==> config.mk <==
export PLATFORM = sky130hd
export DESIGN_NAME = dfr_top
export DESIGN_NICKNAME = d
export VERILOG_FILES = /design/src/verilog/dfr_pkg.sv /design/src/verilog/dfr_sync.sv /design/src/verilog/dfr_irq.sv /design/src/verilog/dfr_top.sv
export SDC_FILE = /design/constraint.sdc
export NUM_CORES = 1
export LEC_CHECK = 0
export BUFFER_PORTS_ARGS = -buffer_cell sky130_fd_sc_hd__buf_4
export CORE_AREA = 2 2 149 78
export DETAILED_ROUTE_END_ITERATION = 12
export DIE_AREA = 0 0 151 80
export HOLD_SLACK_MARGIN = 0.06
export PLACE_DENSITY = 0.76
export SYNTH_ARGS = -nofsm -noshare
export SYNTH_HDL_FRONTEND = slang
export SYNTH_SLANG_ARGS = --single-unit
==> constraint.sdc <==
create_clock -name mclk -period 4.5 [get_ports mclk]
set_input_delay 0.225 -clock mclk [delete_from_list [all_inputs] [get_ports mclk]]
set_output_delay 0.225 -clock mclk [all_outputs]
set_load 0.02 [all_outputs]
==> src/verilog/dfr_pkg.sv <==
// shared constants and types of the drive fault reaction selector
package dfr_pkg;
  // register indices; byte address is four times the index
  localparam logic [15:0] DEV_CODE_IDX  = 16'h3700;
  localparam logic [15:0] LIM_CODE_IDX  = 16'h3701;
  localparam logic [15:0] CMD_WORD_IDX  = 16'h3702;
  localparam logic [15:0] STAT_WORD_IDX = 16'h3703;
  localparam logic [15:0] IRQ_STAT_IDX  = 16'h3704;
  localparam logic [15:0] IRQ_MASK_IDX  = 16'h3705;
  // reset values
  localparam logic [15:0] CODE_RST      = 16'hFFFF;
  localparam logic [15:0] CMD_RST       = 16'h0000;
  // option codes as 16-bit two's complement
  localparam logic [15:0] CODE_NONE     = 16'hFFFF;
  localparam logic [15:0] CODE_COAST    = 16'h0000;
  localparam logic [15:0] CODE_SLOW     = 16'h0001;
  localparam logic [15:0] CODE_QUICK    = 16'h0002;
  localparam logic [15:0] CODE_SLOW_HLT = 16'h0005;
  localparam logic [15:0] CODE_QUICK_HLT = 16'h0006;
  // field positions
  localparam int WARN_BIT   = 7;
  localparam int HALT_BIT   = 2;
  localparam int ENA_BIT    = 0;
  localparam int IRQ_DEV    = 0;
  localparam int IRQ_LIM    = 1;
  localparam int IRQ_RAMP   = 2;
  localparam int NUM_IRQ    = 3;
  localparam int NUM_PINS   = 4;
  localparam int PIN_FOLLOW = 0;
  localparam int PIN_SLIP   = 1;
  localparam int PIN_LIMIT  = 2;
  localparam int PIN_RAMP   = 3;

  // drive states
  typedef enum logic [4:0] {
    ST_RUN   = 5'b0_0001,
    ST_BRAKE = 5'b0_0010,
    ST_COAST = 5'b0_0100,
    ST_LOCK  = 5'b0_1000,
    ST_HALT  = 5'b1_0000
  } dfr_state_t;

  // decoded reaction
  typedef struct packed {
    logic act;
    logic coast;
    logic quick;
    logic toHalt;
  } dfr_react_t;

  // motion control outputs
  typedef struct packed {
    logic powerEn;
    logic brakeSlow;
    logic brakeQuick;
  } dfr_drive_t;
endpackage

==> src/verilog/dfr_sync.sv <==
// two-stage synchroniser for asynchronous pins
`timescale 1ns/1ps
module dfr_sync import dfr_pkg::*; #(
  parameter int W = 4
) (
  // clock and reset
  input  wire logic         mclk,
  input  wire logic         rst,
  // pins and synchronised levels
  input  wire logic [W-1:0] pinIn,
  output logic      [W-1:0] syncOut
);
  typedef struct packed {
    logic [W-1:0] meta;
    logic [W-1:0] stable;
  } dfr_sync_st_t;

  dfr_sync_st_t s_r;
  dfr_sync_st_t s_nxt;

  // first stage feeds only the second
  always_comb begin
    s_nxt        = s_r;
    s_nxt.meta   = pinIn;
    s_nxt.stable = s_r.meta;
  end

  // registers
  always_ff @(posedge mclk or posedge rst) begin
    if (rst) begin
      s_r <= '0;
    end else begin
      s_r <= s_nxt;
    end
  end

  assign syncOut = s_r.stable;
endmodule

==> src/verilog/dfr_irq.sv <==
// sticky event status, mask and interrupt line
`timescale 1ns/1ps
module dfr_irq import dfr_pkg::*; (
  // clock and reset
  input  wire logic               mclk,
  input  wire logic               rst,
  // events and register writes
  input  wire logic [NUM_IRQ-1:0] setEv,
  input  wire logic               statWr,
  input  wire logic               maskWr,
  input  wire logic [NUM_IRQ-1:0] wrData,
  // state
  output logic      [NUM_IRQ-1:0] stat,
  output logic      [NUM_IRQ-1:0] mask,
  output logic                    irq
);
  typedef struct packed {
    logic [NUM_IRQ-1:0] stat;
    logic [NUM_IRQ-1:0] mask;
    logic               irq;
  } dfr_irq_st_t;

  dfr_irq_st_t s_r;
  dfr_irq_st_t s_nxt;

  // write one clears; a new event wins over its own clear
  always_comb begin
    s_nxt = s_r;
    if (statWr) begin
      s_nxt.stat = s_r.stat & ~wrData;
    end
    s_nxt.stat = s_nxt.stat | setEv;
    if (maskWr) begin
      s_nxt.mask = wrData;
    end
    s_nxt.irq = |(s_nxt.stat & s_nxt.mask);
  end

  // registers
  always_ff @(posedge mclk or posedge rst) begin
    if (rst) begin
      s_r <= '0;
    end else begin
      s_r <= s_nxt;
    end
  end

  assign stat = s_r.stat;
  assign mask = s_r.mask;
  assign irq  = s_r.irq;
endmodule

==> src/verilog/dfr_top.sv <==
// drive fault reaction selector with ahb-lite register slave
//
// Chosen here: register access over AHB-Lite.
`timescale 1ns/1ps
module dfr_top import dfr_pkg::*; (
  // clock and reset
  input  wire logic        mclk,
  input  wire logic        rst,
  // ahb-lite slave
  input  wire logic        hsel,
  input  wire logic [31:0] haddr,
  input  wire logic [1:0]  htrans,
  input  wire logic        hwrite,
  input  wire logic [2:0]  hsize,
  input  wire logic [31:0] hwdata,
  input  wire logic        hready,
  output logic      [31:0] hrdata,
  output logic             hreadyout,
  output logic             hresp,
  // fault and motion pins, asynchronous
  input  wire logic        followErr,
  input  wire logic        slipErr,
  input  wire logic        limitHit,
  input  wire logic        rampDone,
  // drive control
  output logic             powerEn,
  output logic             brakeSlow,
  output logic             brakeQuick,
  output logic [4:0]       driveState,
  output logic             warning,
  output logic             irq
);
  typedef struct packed {
    dfr_state_t           state;
    logic [15:0]          devCode;
    logic [15:0]          limCode;
    logic [15:0]          cmd;
    logic                 warn;
    logic                 haltLowSeen;
    logic                 enaPrev;
    logic                 toHalt;
    dfr_drive_t           drv;
    logic [NUM_PINS-1:0]  pinPrev;
    logic                 wrPend;
    logic [15:0]          wrIdx;
    logic [31:0]          rdata;
    logic                 ready;
    logic                 resp;
  } dfr_core_t;

  // register select, one field per mapped index
  typedef struct packed {
    logic dev;
    logic lim;
    logic cmd;
    logic stat;
    logic irqSt;
    logic irqMsk;
  } dfr_sel_t;

  dfr_core_t           s_r;
  dfr_core_t           s_nxt;
  logic [NUM_PINS-1:0] pinSync;
  logic [NUM_IRQ-1:0]  irqStat;
  logic [NUM_IRQ-1:0]  irqMask;
  logic                irqLine;
  logic [NUM_IRQ-1:0]  irqSet;
  logic [NUM_PINS-1:0] pinRise;
  logic                devEv;
  logic                limEv;
  logic                rampEv;
  logic                addrOk;
  logic [15:0]         addrIdx;
  logic                take;
  dfr_react_t          react;
  dfr_sel_t            wrSel;
  dfr_sel_t            rdSel;

  // map an option code to a reaction; unlisted codes are inert
  function automatic dfr_react_t decodeCode(input logic [15:0] code, input logic isLimit);
    dfr_react_t r;
    r = '0;
    if (!isLimit) begin
      if (code == CODE_COAST) begin
        r.act   = 1'b1;
        r.coast = 1'b1;
      end else if (code == CODE_SLOW) begin
        r.act = 1'b1;
      end else if (code == CODE_QUICK) begin
        r.act   = 1'b1;
        r.quick = 1'b1;
      end
    end else begin
      if (code == CODE_SLOW) begin
        r.act = 1'b1;
      end else if (code == CODE_QUICK) begin
        r.act   = 1'b1;
        r.quick = 1'b1;
      end else if (code == CODE_SLOW_HLT) begin
        r.act    = 1'b1;
        r.toHalt = 1'b1;
      end else if (code == CODE_QUICK_HLT) begin
        r.act    = 1'b1;
        r.quick  = 1'b1;
        r.toHalt = 1'b1;
      end
    end
    // minus one and reserved codes leave act low
    return r;
  endfunction

  // status word: warning flag and one-hot state
  function automatic logic [15:0] statusWord(input dfr_core_t c);
    logic [15:0] w;
    w           = 16'h0000;
    w[4:0]      = c.state;
    w[WARN_BIT] = c.warn;
    return w;
  endfunction

  // index decode shared by the write strobe, the read mux and the irq block
  function automatic dfr_sel_t regSel(input logic [15:0] idx);
    dfr_sel_t sel;
    sel = '0;
    if (idx == DEV_CODE_IDX) begin
      sel.dev = 1'b1;
    end else if (idx == LIM_CODE_IDX) begin
      sel.lim = 1'b1;
    end else if (idx == CMD_WORD_IDX) begin
      sel.cmd = 1'b1;
    end else if (idx == STAT_WORD_IDX) begin
      sel.stat = 1'b1;
    end else if (idx == IRQ_STAT_IDX) begin
      sel.irqSt = 1'b1;
    end else if (idx == IRQ_MASK_IDX) begin
      sel.irqMsk = 1'b1;
    end
    return sel;
  endfunction

  // pins pass two flip-flops before any logic sees them
  dfr_sync #(
    .W(NUM_PINS)
  ) u_sync (
    .mclk    (mclk),
    .rst     (rst),
    .pinIn   ({rampDone, limitHit, slipErr, followErr}),
    .syncOut (pinSync)
  );

  // rising edges of the synchronised pins
  assign pinRise = pinSync & ~s_r.pinPrev;
  assign devEv   = pinRise[PIN_FOLLOW] | pinRise[PIN_SLIP];
  assign limEv   = pinRise[PIN_LIMIT];
  assign rampEv  = pinRise[PIN_RAMP];
  assign irqSet  = {rampEv && (s_r.state == ST_BRAKE), limEv, devEv};

  // sticky events with write-one-clear and mask
  dfr_irq u_irq (
    .mclk   (mclk),
    .rst    (rst),
    .setEv  (irqSet),
    .statWr (s_r.wrPend && wrSel.irqSt),
    .maskWr (s_r.wrPend && wrSel.irqMsk),
    .wrData (hwdata[NUM_IRQ-1:0]),
    .stat   (irqStat),
    .mask   (irqMask),
    .irq    (irqLine)
  );

  // address phase decode; only aligned words inside the map window
  assign addrOk  = (haddr[31:18] == 14'h0000) && (haddr[1:0] == 2'b00);
  assign addrIdx = haddr[17:2];
  assign take    = hsel && htrans[1] && hready;
  // one decoder for both bus phases keeps read and write maps identical
  assign rdSel   = regSel(addrIdx);
  assign wrSel   = regSel(s_r.wrIdx);

  // reaction for this cycle; a limit event outranks a deviation event
  always_comb begin
    react = '0;
    if (limEv) begin
      react = decodeCode(s_r.limCode, 1'b1);
    end else if (devEv) begin
      react = decodeCode(s_r.devCode, 1'b0);
    end
  end

  // bus, registers and drive state machine
  always_comb begin
    s_nxt         = s_r;
    s_nxt.ready   = 1'b1;
    s_nxt.resp    = 1'b0;
    s_nxt.pinPrev = pinSync;
    s_nxt.enaPrev = s_r.cmd[ENA_BIT];
    s_nxt.wrPend  = 1'b0;
    // data phase of a write; unmapped indices are dropped
    if (s_r.wrPend) begin
      if (wrSel.dev) begin
        s_nxt.devCode = hwdata[15:0];
      end else if (wrSel.lim) begin
        s_nxt.limCode = hwdata[15:0];
      end else if (wrSel.cmd) begin
        s_nxt.cmd = hwdata[15:0];
      end
    end
    // address phase: reads are latched now so the data phase has no wait
    if (take) begin
      s_nxt.wrPend = hwrite && addrOk;
      s_nxt.wrIdx  = addrIdx;
      s_nxt.rdata  = 32'h0000_0000;
      if (!hwrite && addrOk) begin
        if (rdSel.dev) begin
          s_nxt.rdata = {16'h0000, s_r.devCode};
        end else if (rdSel.lim) begin
          s_nxt.rdata = {16'h0000, s_r.limCode};
        end else if (rdSel.cmd) begin
          s_nxt.rdata = {16'h0000, s_r.cmd};
        end else if (rdSel.stat) begin
          s_nxt.rdata = {16'h0000, statusWord(s_r)};
        end else if (rdSel.irqSt) begin
          s_nxt.rdata = {29'h0000_0000, irqStat};
        end else if (rdSel.irqMsk) begin
          s_nxt.rdata = {29'h0000_0000, irqMask};
        end
      end
    end
    case (s_r.state)
      ST_RUN: begin
        if (limEv) begin
          s_nxt.warn = 1'b1;
        end
        // act only on a defined reaction
        if (react.act) begin
          if (react.coast) begin
            s_nxt.state       = ST_COAST;
            s_nxt.drv.powerEn = 1'b0;
          end else begin
            s_nxt.state          = ST_BRAKE;
            s_nxt.drv.brakeSlow  = !react.quick;
            s_nxt.drv.brakeQuick = react.quick;
            s_nxt.toHalt         = react.toHalt;
          end
        end
      end
      ST_BRAKE: begin
        // end of ramp; faults that arrive during the ramp are ignored, not held
        if (rampEv) begin
          s_nxt.drv.brakeSlow  = 1'b0;
          s_nxt.drv.brakeQuick = 1'b0;
          s_nxt.haltLowSeen    = 1'b0;
          if (s_r.toHalt) begin
            s_nxt.state = ST_HALT;
          end else begin
            s_nxt.state       = ST_LOCK;
            s_nxt.drv.powerEn = 1'b0;
          end
        end
      end
      ST_HALT: begin
        // the command word is only read here; the host rewrites it over the bus
        // wait for bit 2 low, then high again
        if (!s_r.cmd[HALT_BIT]) begin
          s_nxt.haltLowSeen = 1'b1;
        end else if (s_r.haltLowSeen) begin
          s_nxt.state       = ST_RUN;
          s_nxt.haltLowSeen = 1'b0;
          s_nxt.warn        = 1'b0;
        end
      end
      ST_COAST, ST_LOCK: begin
        // an enable edge from the host restarts the drive
        if (s_r.cmd[ENA_BIT] && !s_r.enaPrev) begin
          s_nxt.state       = ST_RUN;
          s_nxt.drv.powerEn = 1'b1;
          s_nxt.warn        = 1'b0;
        end
      end
      default: begin
        s_nxt.state = ST_LOCK;
        s_nxt.drv   = '0;
      end
    endcase
  end

  // registers; the drive starts locked until the host enables it
  always_ff @(posedge mclk or posedge rst) begin
    if (rst) begin
      s_r         <= '0;
      s_r.state   <= ST_LOCK;
      s_r.devCode <= CODE_RST;
      s_r.limCode <= CODE_RST;
      s_r.cmd     <= CMD_RST;
    end else begin
      s_r <= s_nxt;
    end
  end

  // irq flop lives in the interrupt block
  assign hrdata     = s_r.rdata;
  assign hreadyout  = s_r.ready;
  assign hresp      = s_r.resp;
  assign powerEn    = s_r.drv.powerEn;
  assign brakeSlow  = s_r.drv.brakeSlow;
  assign brakeQuick = s_r.drv.brakeQuick;
  assign driveState = s_r.state;
  assign warning    = s_r.warn;
  assign irq        = irqLine;
endmodule

== Word level (Yosys, flattened, before mapping) ==
Index checks and enable logic that the tools add are counted.

* Flip-flop bits (word level): 129
* Input port bits: 78

* Equality and inequality tests: 32
* Multiplexer cells: 74
* Bitwise logic cells: 12
* Reductions and logical operators: 29

{| class="wikitable"
|+ Operator list
! cell !! number
|-
| 16-bit by 14-bit == test with 1-bit output, second input constant || 12
|-
| 16-bit two-way mux || 4
|-
| 49-bit two-way mux || 1
|-
| 5-bit two-way mux || 8
|-
| 1-bit two-way mux || 36
|-
| 16-bit by 1-bit == test with 1-bit output, second input constant || 2
|-
| 16-bit by 2-bit == test with 1-bit output, second input constant || 2
|-
| 16-bit by 3-bit == test with 1-bit output, second input constant || 2
|-
| 3-bit two-way mux || 9
|-
| 5-bit case mux with 4 select lines || 1
|-
| 2-bit != test, second input constant || 9
|-
| 16-bit zero test || 1
|-
| 4-bit two-way mux || 4
|-
| 14-bit zero test || 1
|-
| 2-bit two-way mux || 6
|-
| 5-bit AND reduction || 2
|-
| 1-bit logical AND || 9
|-
| 8-bit two-way mux || 1
|-
| 4-bit AND reduction || 2
|-
| 3-bit AND || 2
|-
| 2-bit case mux with 3 select lines || 1
|-
| 3-bit AND reduction || 2
|-
| 6-bit AND reduction || 1
|-
| 3-bit OR reduction || 2
|-
| 20 further kinds || 27
|}

== Longest topological paths before layout ==
Gate-level depths: netlist of the first run.

* Depth in word-level cells: 15
* Gate-level depth with buffers: 7
* Depth with buffers taken out: 6

== Modules after synthesis ==
A second synthesis of the first run with hierarchy kept.

* Cell total of the unflattened synthesis: 447
* Area total of the unflattened synthesis: 5421.4 sq um

{| class="wikitable"
|+ By module, submodules not included
! module !! instances !! cells an instance !! area each (sq um)
|-
| dfr_top || 1 || 419 || 4943.5
|-
| dfr_irq || 1 || 19 || 274.0
|-
| dfr_sync || 1 || 9 || 203.9
|}

== Worst setup path before layout of the first run ==
Ideal clock, no wire load.

* Path type: register to register
* Start: register s_r[39] (netlist name)
* End: register s_r (netlist bit s_nxt[59])
* Setup time: 125 ps
* Arrival: 2250 ps
* Data required time: 4375 ps
* Slack: 2125 ps
* Stages on the path, launching flop included: 7
* Buffers on the path: 1
* Clock period less this slack: 2375 ps
* Path through: dfrtp_1 > or4_4 > nor4_4 > nand2b_2 > nor3b_4 > buf_6 > mux2_2

* Cells in the longest elaborated chain, start to end: 5
* Elaborated cells between the ends (all ways): 11
* Those cells by class: eq/ne (3); mux (5); bitwise (2); reduce/logical (1)

{| class="wikitable"
|+ Ends and longest elaborated chain
! item !! line !! source
|-
| from (decl) || dfr_top.sv:61 || <nowiki>dfr_core_t s_r;</nowiki>
|-
| from (signal assigned) || dfr_top.sv:295 || <nowiki>s_r <= s_nxt;</nowiki>
|-
| 16-bit by 14-bit == test with 1-bit output, on equally long branches || dfr_top.sv:129, dfr_top.sv:127 ||
|-
| 1-bit two-way mux, on equally long branches || dfr_top.sv:129, dfr_top.sv:127 ||
|-
| 4-bit two-way mux or 5-bit two-way mux (tied branches) || dfr_top.sv:127, dfr_top.sv:125 ||
|-
| 5-bit two-way mux or 1-bit NOT (tied branches) || n/a ||
|-
| 4-bit AND reduction (no line) * || n/a ||
|}

Mark *: on every way between the ends. The rest lies on a longest branch, timed or not.
A chain may end at the register's enable or synchronous reset.

== Worst setup path after layout of the first run ==
* Start: register s_r[39] (netlist name)
* End: register s_r[75] (netlist name)

Same word-level chain as after synthesis.

==> impl_results.md, run 1 <==
* Root Driver: clkbuf_16
* Net count, final at 608
* Post-Layout Cell Count at 688
* LEAKAGE at 3.08 nW
* Hold Startpoint: haddr[17]
* Synthesis-to-finish area growth at 26.2%
* Leading cell type in the layout, fill and taps excluded: buf_4
* Max Root-Sink Buffers at 2
* Simple-gate share of the synthesized area at 12.2%
* Util after Layout at 62.6%
* Pre-CTS setup slack at 1.58 ns
* PD cells at 396 nW/um^2
* Hold depth at 2
* IO Port Bufs at 84
* GRT overflow at 0
* RR Endpoint: s_r[75]$_DFFE_PP0P_
* Initial Utilization at 49.6%
* Arr. time, crit path at 3.28 ns
* Setup bufs post-CTS at 0
* Via Count at 3721
* Syn Area/Cell at 12.2 sq um
* First-pass GRT wire length at 20200 um
* Post-synthesis cell area at 5330 sq um
* Core Region at 10700 sq um
* Max FO, Critical Path at 16
* IR drop worst, VDD at 288 uV
* Placed cell count at 632
* Clock buffer count from CTS at 17
* Starting DRT DRC Count at 249
* Worst reg-to-reg path cell count at 5
* Final Max Slew Viols at 0
* Unrepaired setup endpoints after global routing: false
* Final Cycle Share at 66.4%
* Number of I/O pins at 122
* Share of cells above drive strength 1 at 42.7%
* Post-synthesis adder-cell area fraction at 0%
* Mux share of post-synthesis cell area at 18.3%
* Largest stage delay on the critical path at 0.93 ns
* Clock Skews at 0.00777 ns
* Outcome: finished, final reports clean
* Yosys reg bits at 113
* Insertion delay to the later sink of the worst-skew pair at 0.41 ns
* Largest family of logic cells by synthesized area: multiplexers
* Antenna Nets Post-Route at 0
* Largest net degree at the start of global routing at 79
* H-tree Lvls at 4
* Final setup viols at 0
* Detail Placement HPWL at 8790 um
* Vias in the first global route at 3838
* CTS tree: built
* Final Hold Fails at 0
* Hold Path Sink: s_r[49]$_DFFE_PP0P_
* Reg-to-Reg Start: s_r[39]$_DFFE_PP0P_
* Iteration count of the initial detailed-routing pass at 5
* Maxcap violations at 0
* Antenna violations before repair at 0
* Worst path cell trace: or4_4 -> nor4_4 -> nand2b_2 -> nor3b_4 -> mux2_2
* Min Tclk post-route at 2.99 ns
* Warnings, synthesis at 0
* DR WL/cell at 18.5 um
* Worst-path clk slew at 0.05 ns
* Min-delay worst type: in -> reg
* Pin slew with the least headroom to its limit at 1.09 ns
* Number of synthesized flops with an enable pin at 0
* Ys flop type: dfrtp_1
* DR vias/cell at 5.41
* Max_slew headroom at 27.4%
* XOR/XNOR share of the synthesized area at 0.329%
* Yosys cell types at 55
* CP max stage cell: nor3b_4
* Setup crit end kind: register
* Async S/R FF share, synth at 100%
* CTS Sinks at 113
* Synth Area in Compound Gates at 7.80%
* Row count at 27
* PostCTS Resize Cnt at 0
* Die Wd at 151 um
* Critical path data required time at 4.79 ns
* Gr usage total at 22.8%
* Critical path type: reg -> reg
* Antenna cells at 0
* Fmax at 335 MHz
* RD Place Congestion at 0.812
* Final setup margin at 1.51 ns
* Final wirelength at 12700 um
* R2R setup slack at 1.51 ns
* Worst Setup Start Kind: register
* Die ar. at 12100 sq um
* Seq/Total Area, Yosys at 53.9%
* Die Y at 80 um
* Commonest cells after routing, fill and taps aside: buf_4 (87), dfrtp_1 (80), mux2_2 (65)
* DR DRC count at 0
* Syn Inst Count at 436
* Setup_tns at 0 ns
==> cells by family after synthesis <==
logic type / count (synthesis)
compound gates: 65
flops: 113
other cells: 2
buf+inv: 62
xor+xnor: 2
mux: 85
simple gates: 107
==> stage by stage <==
stage | hold slack, ns | area, sq um | power, mW
2_1_floorplan | 0.256 | 5390 | 1.20
3_3_place_gp | 0.334 | 5870 | 1.26
3_5_place_dp | 0.335 | 5870 | 1.27
4_1_cts | 0.0608 | 6720 | 2.68
5_1_grt | 0.0752 | 6720 | 2.75
6_report | 0.0725 | 6720 | 2.66
==> how the worst max path moves through the flow <==
stage               slack [ns]  depth (start not counted)                      to           startpoint
finish                    1.51                          5     s_r[75]$_DFFE_PP0P_  s_r[39]$_DFFE_PP0P_
global route              1.38                          5   s_nxt[59]$_DFFE_PP0P_  s_r[39]$_DFFE_PP0P_
CTS                       1.57                          5     s_r[75]$_DFFE_PP0P_  s_r[39]$_DFFE_PP0P_
detailed placement        1.58                          5     s_r[67]$_DFFE_PP0P_  s_r[39]$_DFFE_PP0P_
global placement          1.67                          5     s_r[68]$_DFFE_PP0P_  s_r[39]$_DFFE_PP0P_
floorplan                 1.34                          1  brakeQuick$_DFFE_PP0P_                  rst
==> sequential cells by signal, summed over array words and instances, names as in the netlist <==
register and cells:
s_r 71, hrdata 16, driveState 5, u_sync.s_nxt 4, u_sync.syncOut 4, u_irq.mask 3, u_irq.stat 3, brakeQuick 1
brakeSlow 1, hreadyout 1, powerEn 1, s_nxt 1, u_irq.irq 1, warning 1
==> area by class of cell <==
cell class	instances	area (sq um)
well taps	145	181
fillers	835	4020
flip-flops and latches	113	2870
repair buffers	111	893
multi-input cells	277	2120
clock buffers	22	484
clock inverters	10	133
inverters	10	40.0
==> where the power goes <==
group	internal [mW]	leakage [nW]	switching, mW	total (mW)
clock	0.924	0.298	0.467	1.39
combinational	0.0964	1.41	0.0932	0.190
sequential	1.05	1.37	0.0259	1.08
==> metal layers <==
metal	up-vias	share of wire [%]	GRT usage, %
li1	1691	-	-
met1	1859	48	32.2
met2	150	43	33.6
met3	21	7.3	6.06
met4	0	1.5	9.07
met5	-	0	0
==> synth_stat cells, drive strengths merged (2+ instances only) <==
library cell	n	area, sq um
a21o	3	22.5
a21oi	14	70.1
a22oi	2	15.0
a2bb2oi	3	26.3
and2	3	18.8
and3	2	12.5
buf	42	319
clkbuf	10	37.5
conb	2	7.51
dfrtp	80	2000
dfstp	33	867
inv	10	37.5
mux2	68	766
mux2i	14	140
mux4	3	67.6
nand2	25	93.8
nand2b	6	40.0
nand3	5	25.0
nand3b	2	15.0
nand4	2	12.5
nand4b	3	26.3
nand4bb	2	27.5
nor2	19	71.3
nor2b	10	62.6
nor3	5	36.3
nor3b	5	60.1
nor4	9	71.3
o211ai	3	27.5
o21ai	27	135
o22ai	5	31.3
or4	5	45.0
==> worst max-delay path, delay by kind of cell (launching register included) <==
| family | cells | cell delay [ns] |
|---|---|---|
| simple gates | 4 | 2.07 |
| mux | 1 | 0.43 |
| flops | 1 | 0.37 |
==> repair_timing <==
| action | 4_1_cts | 5_1_grt |
|---|---|---|
| endpoints found under the hold margin | 58 | 0 |
| hold buffers | 24 | 0 |
| endpoints found under the setup margin | 0 | 0 |
Power figures use the tool's default switching activity.
==> run 2, diff against run 1 <==
--- a/config.mk
+++ b/config.mk
@@ -6,11 +6,11 @@
 export NUM_CORES = 1
 export LEC_CHECK = 0
 export BUFFER_PORTS_ARGS = -buffer_cell sky130_fd_sc_hd__buf_4
-export CORE_AREA = 2 2 149 78
+export CORE_AREA = 2 2 151 79
 export DETAILED_ROUTE_END_ITERATION = 12
-export DIE_AREA = 0 0 151 80
+export DIE_AREA = 0 0 153 81
 export HOLD_SLACK_MARGIN = 0.06
-export PLACE_DENSITY = 0.76
+export PLACE_DENSITY = 0.78
 export SYNTH_ARGS = -nofsm -noshare
 export SYNTH_HDL_FRONTEND = slang
 export SYNTH_SLANG_ARGS = --single-unit
==> constraint.sdc (replaced) <==
create_clock -name mclk -period 2.7 [get_ports mclk]
set_input_delay 0.135 -clock mclk [delete_from_list [all_inputs] [get_ports mclk]]
set_output_delay 0.135 -clock mclk [all_outputs]
set_load 0.02 [all_outputs]
==> run 2 against run 1 <==
Net effect: utilization down 1.6 points; sequential power up 67%; hold slack better by 0.072 ns.
==> impl_results.md, run 2 (same netlist as run 1, synthesis figures left out) <==
* Worst-path clk slew at 0.06 ns (about the same)
* Max_slew headroom at 52.8% (+25 points)
* Setup bufs post-CTS at 0 (unchanged)
* Largest stage delay on the critical path at 0.54 ns (-0.39 ns)
* Critical path data required time at 3.00 ns (-1.79 ns)
* Worst path cell trace: or4_4 -> nor4_4 -> nand2b_2 -> nor3b_4 -> buf_4 -> mux2_2
* Min-delay worst type: in -> reg
* Psw at 1.02 mW (+73%)
* Worst Setup Start Kind: register
* Net count, final at 625 (+2.8%)
* Final Max Slew Viols at 0 (unchanged)
* Insertion delay to the later sink of the worst-skew pair at 0.41 ns (about the same)
* Min Tclk post-route at 2.47 ns (-0.517 ns)
* Setup_tns at 0 ns (unchanged)
* H-tree Lvls at 4 (unchanged)
* Max Root-Sink Buffers at 2 (unchanged)
* Setup crit end kind: register
* Die Wd at 153 um (+1.3%)
* Number of I/O pins at 122 (unchanged)
* Vias in the first global route at 3846 (+0.21%)
* Largest reg by FF count: s_r
* Outcome: finished, final reports clean
* Fillcell total at 857 (+2.6%)
* DR WL/cell at 18.1 um (-2.3%)
* GRT overflow at 0 (unchanged)
* PostCTS Resize Cnt at 0 (unchanged)
* Synthesis-to-finish area growth at 29.6%
* Gr usage total at 22.0% (-0.82 points)
* Core Region at 11300 sq um (+5.3%)
* Antenna violations before repair at 0 (unchanged)
* Switching Fraction at 23.0% (+0.99 points)
* Pin slew with the least headroom to its limit at 0.706 ns (-0.381 ns)
* Final setup viols at 0 (unchanged)
* Unrepaired setup endpoints after global routing: false
* Max FO, Critical Path at 11 (-5)
* CTS Hold Bufs at 36 (+50%)
* Final Cycle Share at 91.5% (+25 points)
* Starting DRT DRC Count at 291 (+17%)
* Commonest cells after routing, fill and taps aside: buf_4 (90), dfrtp_1 (80), mux2_2 (65)
* Fmax at 405 MHz (+21%)
* CP max stage cell: or4_4
* Max FFs per register at 71 (unchanged)
* DR DRC count at 0 (unchanged)
* Die Y at 81 um (+1.3%)
* Maxcap violations at 0 (unchanged)
* CTS tree: built
* Share of cells above drive strength 1 at 42.5% (-0.23 points)
* Largest net degree at the start of global routing at 81 (+2.5%)
* Antenna cells at 0 (unchanged)
* Clock Skews at 0.00605 ns (-0.00173 ns)
* Combinational Power Share at 7.5% (+0.4 points)
* Final wirelength at 12800 um (+0.79%)
* IO Port Bufs at 84 (unchanged)
* Int Pwr at 3.40 mW (+64%)
* Row count at 28 (+3.7%)
* Arr. time, crit path at 2.77 ns (-0.51 ns)
* DR vias/cell at 5.35 (-1.1%)
* Critical path type: reg -> reg
* Antenna Nets Post-Route at 0 (unchanged)
* Root Driver: clkbuf_16
* Clk pwr share at 51.7% (-0.6 points)
* PD cells at 639 nW/um^2 (+62%)
* Util after Layout at 61.0% (-1.6 points)
* IR drop worst, VDD at 413 uV (+44%)
* Die ar. at 12400 sq um (+2.6%)
* Iteration count of the initial detailed-routing pass at 5 (unchanged)
* Via Count at 3799 (+2.1%)
* Final Hold Fails at 0 (unchanged)
* Leading cell type in the layout, fill and taps excluded: buf_4
* Initial Utilization at 47.1% (-2.5 points)
* RD Place Congestion at 0.829 (+2.1%)
* Seq pwr share at 40.8% (+0.2 points)
* Clock buffer count from CTS at 17 (unchanged)
* First-pass GRT wire length at 20500 um (+1.3%)
* CTS Sinks at 113 (unchanged)
* Detail Placement HPWL at 8990 um (+2.3%)
* LEAKAGE at 3.15 nW (+2.1%)
[run 2: cell types whose count changed in the layout (fill, tap and decap cells not counted), sizes merged]
cell         previous run  this run
clkinv                  4         6
clkinvlp                3         6
dlygate4sd3            24        36
buf                    87        92
clkbuf                 22        18
inv                    10         9
[run 2: per-layer routing]
layer  up-vias  global-route usage [%]  part of all wire (%)
li1       1720                       -                     -
met1      1915                    30.6                    48
met2       151                    33.7                    44
met3        13                    6.35                   6.4
met4         0                    6.94                  0.92
met5         -                       0                     0
[run 2: layout make-up]
type	count	area [sq um]	area share (%)
Clock inverter	14	165	2.39
Multi-Input combinational cell	277	2120	30.8
Sequential cell	113	2870	41.6
Inverter	10	41.3	0.598
Tap cell	150	188	2.72
Clock buffer	18	439	6.36
Timing Repair Buffer	128	1080	15.6
[run 2: critical path: cells and delay by family (launching register included)]
| family | cells | cell delay [ns] |
|---|---|---|
| muxes | 1 | 0.36 |
| buffers and inverters | 1 | 0.24 |
| and+or+nand+nor | 4 | 1.37 |
| DFF | 1 | 0.37 |
[run 2: worst paths after layout]
path,start,to,slack (ns),cells after the start
setup / recovery,s_r[39]$_DFFE_PP0P_,s_r[71]$_DFFE_PP0P_,0.23,6
hold / removal,haddr[20],s_r[50]$_DFF_PP0_,0.14,5
setup reg to reg,s_r[39]$_DFFE_PP0P_,s_r[71]$_DFFE_PP0P_,0.23,6
hold reg to reg,u_sync.s_nxt[0]$_DFF_PP0_,u_sync.syncOut[0]$_DFF_PP0_,0.35,0
max in group asynchronous,rst,s_r[104]$_DFFE_PP1P_,1.44,4
min in group asynchronous,rst,u_sync.s_nxt[2]$_DFF_PP0_,0.40,3
[run 2: power by group through the flow]
| stage | sequential (mW) | combinational [mW] | clock, mW |
|---|---|---|---|
| after floorplan | 1.82 | 0.190 | 0 |
| after global placement | 1.82 | 0.281 | 0 |
| after detailed placement | 1.83 | 0.292 | 0 |
| after CTS | 1.80 | 0.334 | 2.32 |
| after global routing | 1.80 | 0.361 | 2.41 |
| final | 1.80 | 0.331 | 2.28 |
[run 2: through the flow]
step / setup WS [ns] / instances / power (mW) / instance area [sq um] / hold slack, ns
2_1_floorplan: 0.325 / 452 / 2.01 / 5390 / 0.166
3_3_place_gp: 0.286 / 642 / 2.10 / 5940 / 0.244
3_5_place_dp: 0.239 / 642 / 2.12 / 5940 / 0.246
4_1_cts: 0.217 / 710 / 4.46 / 6900 / 0.129
5_1_grt: 0.0938 / 710 / 4.58 / 6900 / 0.158
6_report: 0.229 / 710 / 4.41 / 6900 / 0.145
==> run 3, diff against run 2 <==
--- a/config.mk
+++ b/config.mk
@@ -6,11 +6,13 @@
 export NUM_CORES = 1
 export LEC_CHECK = 0
 export BUFFER_PORTS_ARGS = -buffer_cell sky130_fd_sc_hd__buf_4
-export CORE_AREA = 2 2 151 79
+export CELL_PAD_IN_SITES_DETAIL_PLACEMENT = 0
+export CELL_PAD_IN_SITES_GLOBAL_PLACEMENT = 2
+export CORE_AREA = 2 2 186 97
 export DETAILED_ROUTE_END_ITERATION = 12
-export DIE_AREA = 0 0 153 81
+export DIE_AREA = 0 0 188 99
 export HOLD_SLACK_MARGIN = 0.06
-export PLACE_DENSITY = 0.78
+export PLACE_DENSITY = 0.77
 export SYNTH_ARGS = -nofsm -noshare
 export SYNTH_HDL_FRONTEND = slang
 export SYNTH_SLANG_ARGS = --single-unit
==> run 3 against run 2 <==
Net effect: non-clock buffer count stayed put; register-to-register slack worse by 0.04 ns; total power is 1.9% higher; sequential power hardly changed; global-route usage is 6.9 points lower; hold slack better by 0.012 ns; critical path depth stayed put; count of clock-buffer cells in the layout is 1 higher; setup slack worse by 0.037 ns; maximum frequency is 1.5% lower; combinational power is 2% higher.
==> impl_results.md, run 3 (same netlist as run 1, synthesis figures left out) <==
* Outcome: finished, final reports clean
* Commonest cells after routing, fill and taps aside: buf_4 (88), dfrtp_1 (80), mux2_2 (65)
* CTS tree: built
* Iteration count of the initial detailed-routing pass at 4 (-1)
* CP max stage cell: or4_1
* R2R setup slack at 0.19 ns (-0.04 ns)
* Pin slew with the least headroom to its limit at 0.609 ns (-0.0974 ns)
* Critical path type: reg -> reg
* H-tree Lvls at 4 (unchanged)
* Arr. time, crit path at 2.80 ns (+0.03 ns)
* PostCTS Resize Cnt at 0 (unchanged)
* Fillcell total at 1606 (+87%)
* Gr usage total at 15.1% (-6.9 points)
* Largest net degree at the start of global routing at 114 (+41%)
* Synthesis-to-finish area growth at 32.5%
* Antenna cells at 0 (unchanged)
* Initial Utilization at 31.4% (-16 points)
* Setup_tns at 0 ns (unchanged)
* Leading cell type in the layout, fill and taps excluded: buf_4
* First-pass GRT wire length at 21200 um (+3.8%)
* LEAKAGE at 3.16 nW (+0.53%)
* Max Root-Sink Buffers at 2 (unchanged)
* Worst-path clk slew at 0.06 ns (about the same)
* Core Region at 17000 sq um (+50%)
* Clock Skews at 0.00752 ns (+0.00147 ns)
* Max_slew headroom at 59.4% (+6.6 points)
* Detail Placement HPWL at 9560 um (+6.4%)
* Util after Layout at 41.6% (-19 points)
* IR drop worst, VDD at 393 uV (-4.8%)
* Vias in the first global route at 3794 (-1.4%)
* Final setup viols at 0 (unchanged)
* Die Wd at 188 um (+23%)
* GRT overflow at 0 (unchanged)
* Share of cells above drive strength 1 at 42.3% (-0.18 points)
* Max FFs per register at 71 (unchanged)
* Number of I/O pins at 122 (unchanged)
* Area of the multi-input gates at 2120 sq um (unchanged)
* Net count, final at 625 (unchanged)
* Setup bufs post-CTS at 0 (unchanged)
* Final Max Slew Viols at 0 (unchanged)
* DR WL/cell at 16.9 um (-6.2%)
* Final Hold Fails at 0 (unchanged)
* Largest reg by FF count: s_r
* RD Place Congestion at 0.818 (-1.3%)
* Clock buffer count from CTS at 17 (unchanged)
* IO Port Bufs at 84 (unchanged)
* Setup crit end kind: register
* FF+latch area at 2870 sq um (unchanged)
* Worst Setup Start Kind: register
* Via Count at 3683 (-3.1%)
* Total chip power at 4.50 mW (+1.9%)
* PD cells at 637 nW/um^2 (-0.33%)
* DR vias/cell at 4.64 (-13%)
* CTS Sinks at 113 (unchanged)
* Row count at 34 (+21%)
* Worst path cell trace: or4_1 -> or4_4 -> nor3_1 -> a21oi_1 -> nand2_1 -> mux2_2
* Min-delay worst type: in -> reg
* Unrepaired setup endpoints after global routing: false
* Antenna violations before repair at 0 (unchanged)
* Largest stage delay on the critical path at 0.58 ns (+0.04 ns)
* Antenna Nets Post-Route at 0 (unchanged)
* DR DRC count at 0 (unchanged)
* Maxcap violations at 0 (unchanged)
* Die Y at 99 um (+22%)
* Starting DRT DRC Count at 178 (-39%)
* Final wirelength at 13400 um (+4.9%)
* Root Driver: clkbuf_16
* Fmax at 399 MHz (-1.5%)
* Die ar. at 18600 sq um (+50%)
* Max FO, Critical Path at 4 (-7)
* Final Cycle Share at 92.9% (+1.4 points)
* Insertion delay to the later sink of the worst-skew pair at 0.41 ns (about the same)
* Critical path data required time at 2.99 ns (about the same)
* Min Tclk post-route at 2.51 ns (+0.0367 ns)
[run 3: path summary, 6_finish.rpt]
| check | to | start | cells after the start |
|---|---|---|---|
| max | s_r[58]$_DFFE_PP0P_ | s_r[99]$_DFFE_PP1P_ | 6 |
| min in group asynchronous | s_r[40]$_DFFE_PP0P_ | rst | 4 |
| max reg2reg | s_r[58]$_DFFE_PP0P_ | s_r[99]$_DFFE_PP1P_ | 6 |
| min | s_r[50]$_DFF_PP0_ | haddr[27] | 5 |
| min reg2reg | u_sync.syncOut[2]$_DFF_PP0_ | u_sync.s_nxt[2]$_DFF_PP0_ | 0 |
| max in group asynchronous | s_r[52]$_DFF_PP0_ | rst | 4 |
[run 3: layout make-up]
type | instances | share of cell area (%)
timing repair buffer | 128 | 15.6
inverter | 10 | 0.585
multi-input combinational | 277 | 30.1
clock inverter | 13 | 2.64
tap | 234 | 4.15
sequential | 113 | 40.7
clock buffer | 19 | 6.28
[run 3: repair_timing]
action                     CTS  global route
setup endpoints to repair    0             0
hold endpoints to repair   149             0
hold buffers                36             0
[run 3: metal layers]
metal	up-vias	routed length [um]	global-route usage (%)
met2	112	5270	20.0
li1	1732	-	-
met3	11	770	4.70
met5	-	0	0
met4	0	98	4.42
met1	1828	7300	23.2
[run 3: power by group]
group	switching (mW)	internal, mW
combinational	0.162	0.174
clock	0.798	1.57
sequential	0.0423	1.76
total	1.00	3.50
[run 3: critical path: cells and delay by family, from the launching register on]
kind	cells	cell delay (ns)
and+or+nand+nor	4	1.48
DFF	1	0.37
muxes	1	0.34
AOI/OAI and AO/OA	1	0.20
[run 3: stage by stage]
stage | std cells | area, sq um | hold WS (ns) | setup WS (ns)
after global routing | 794 | 7060 | 0.168 | 0.0640
after CTS | 794 | 7060 | 0.152 | 0.186
after floorplan | 452 | 5390 | 0.166 | 0.325
after global placement | 726 | 6070 | 0.245 | 0.239
final | 794 | 7060 | 0.156 | 0.193
after detailed placement | 726 | 6070 | 0.246 | 0.228
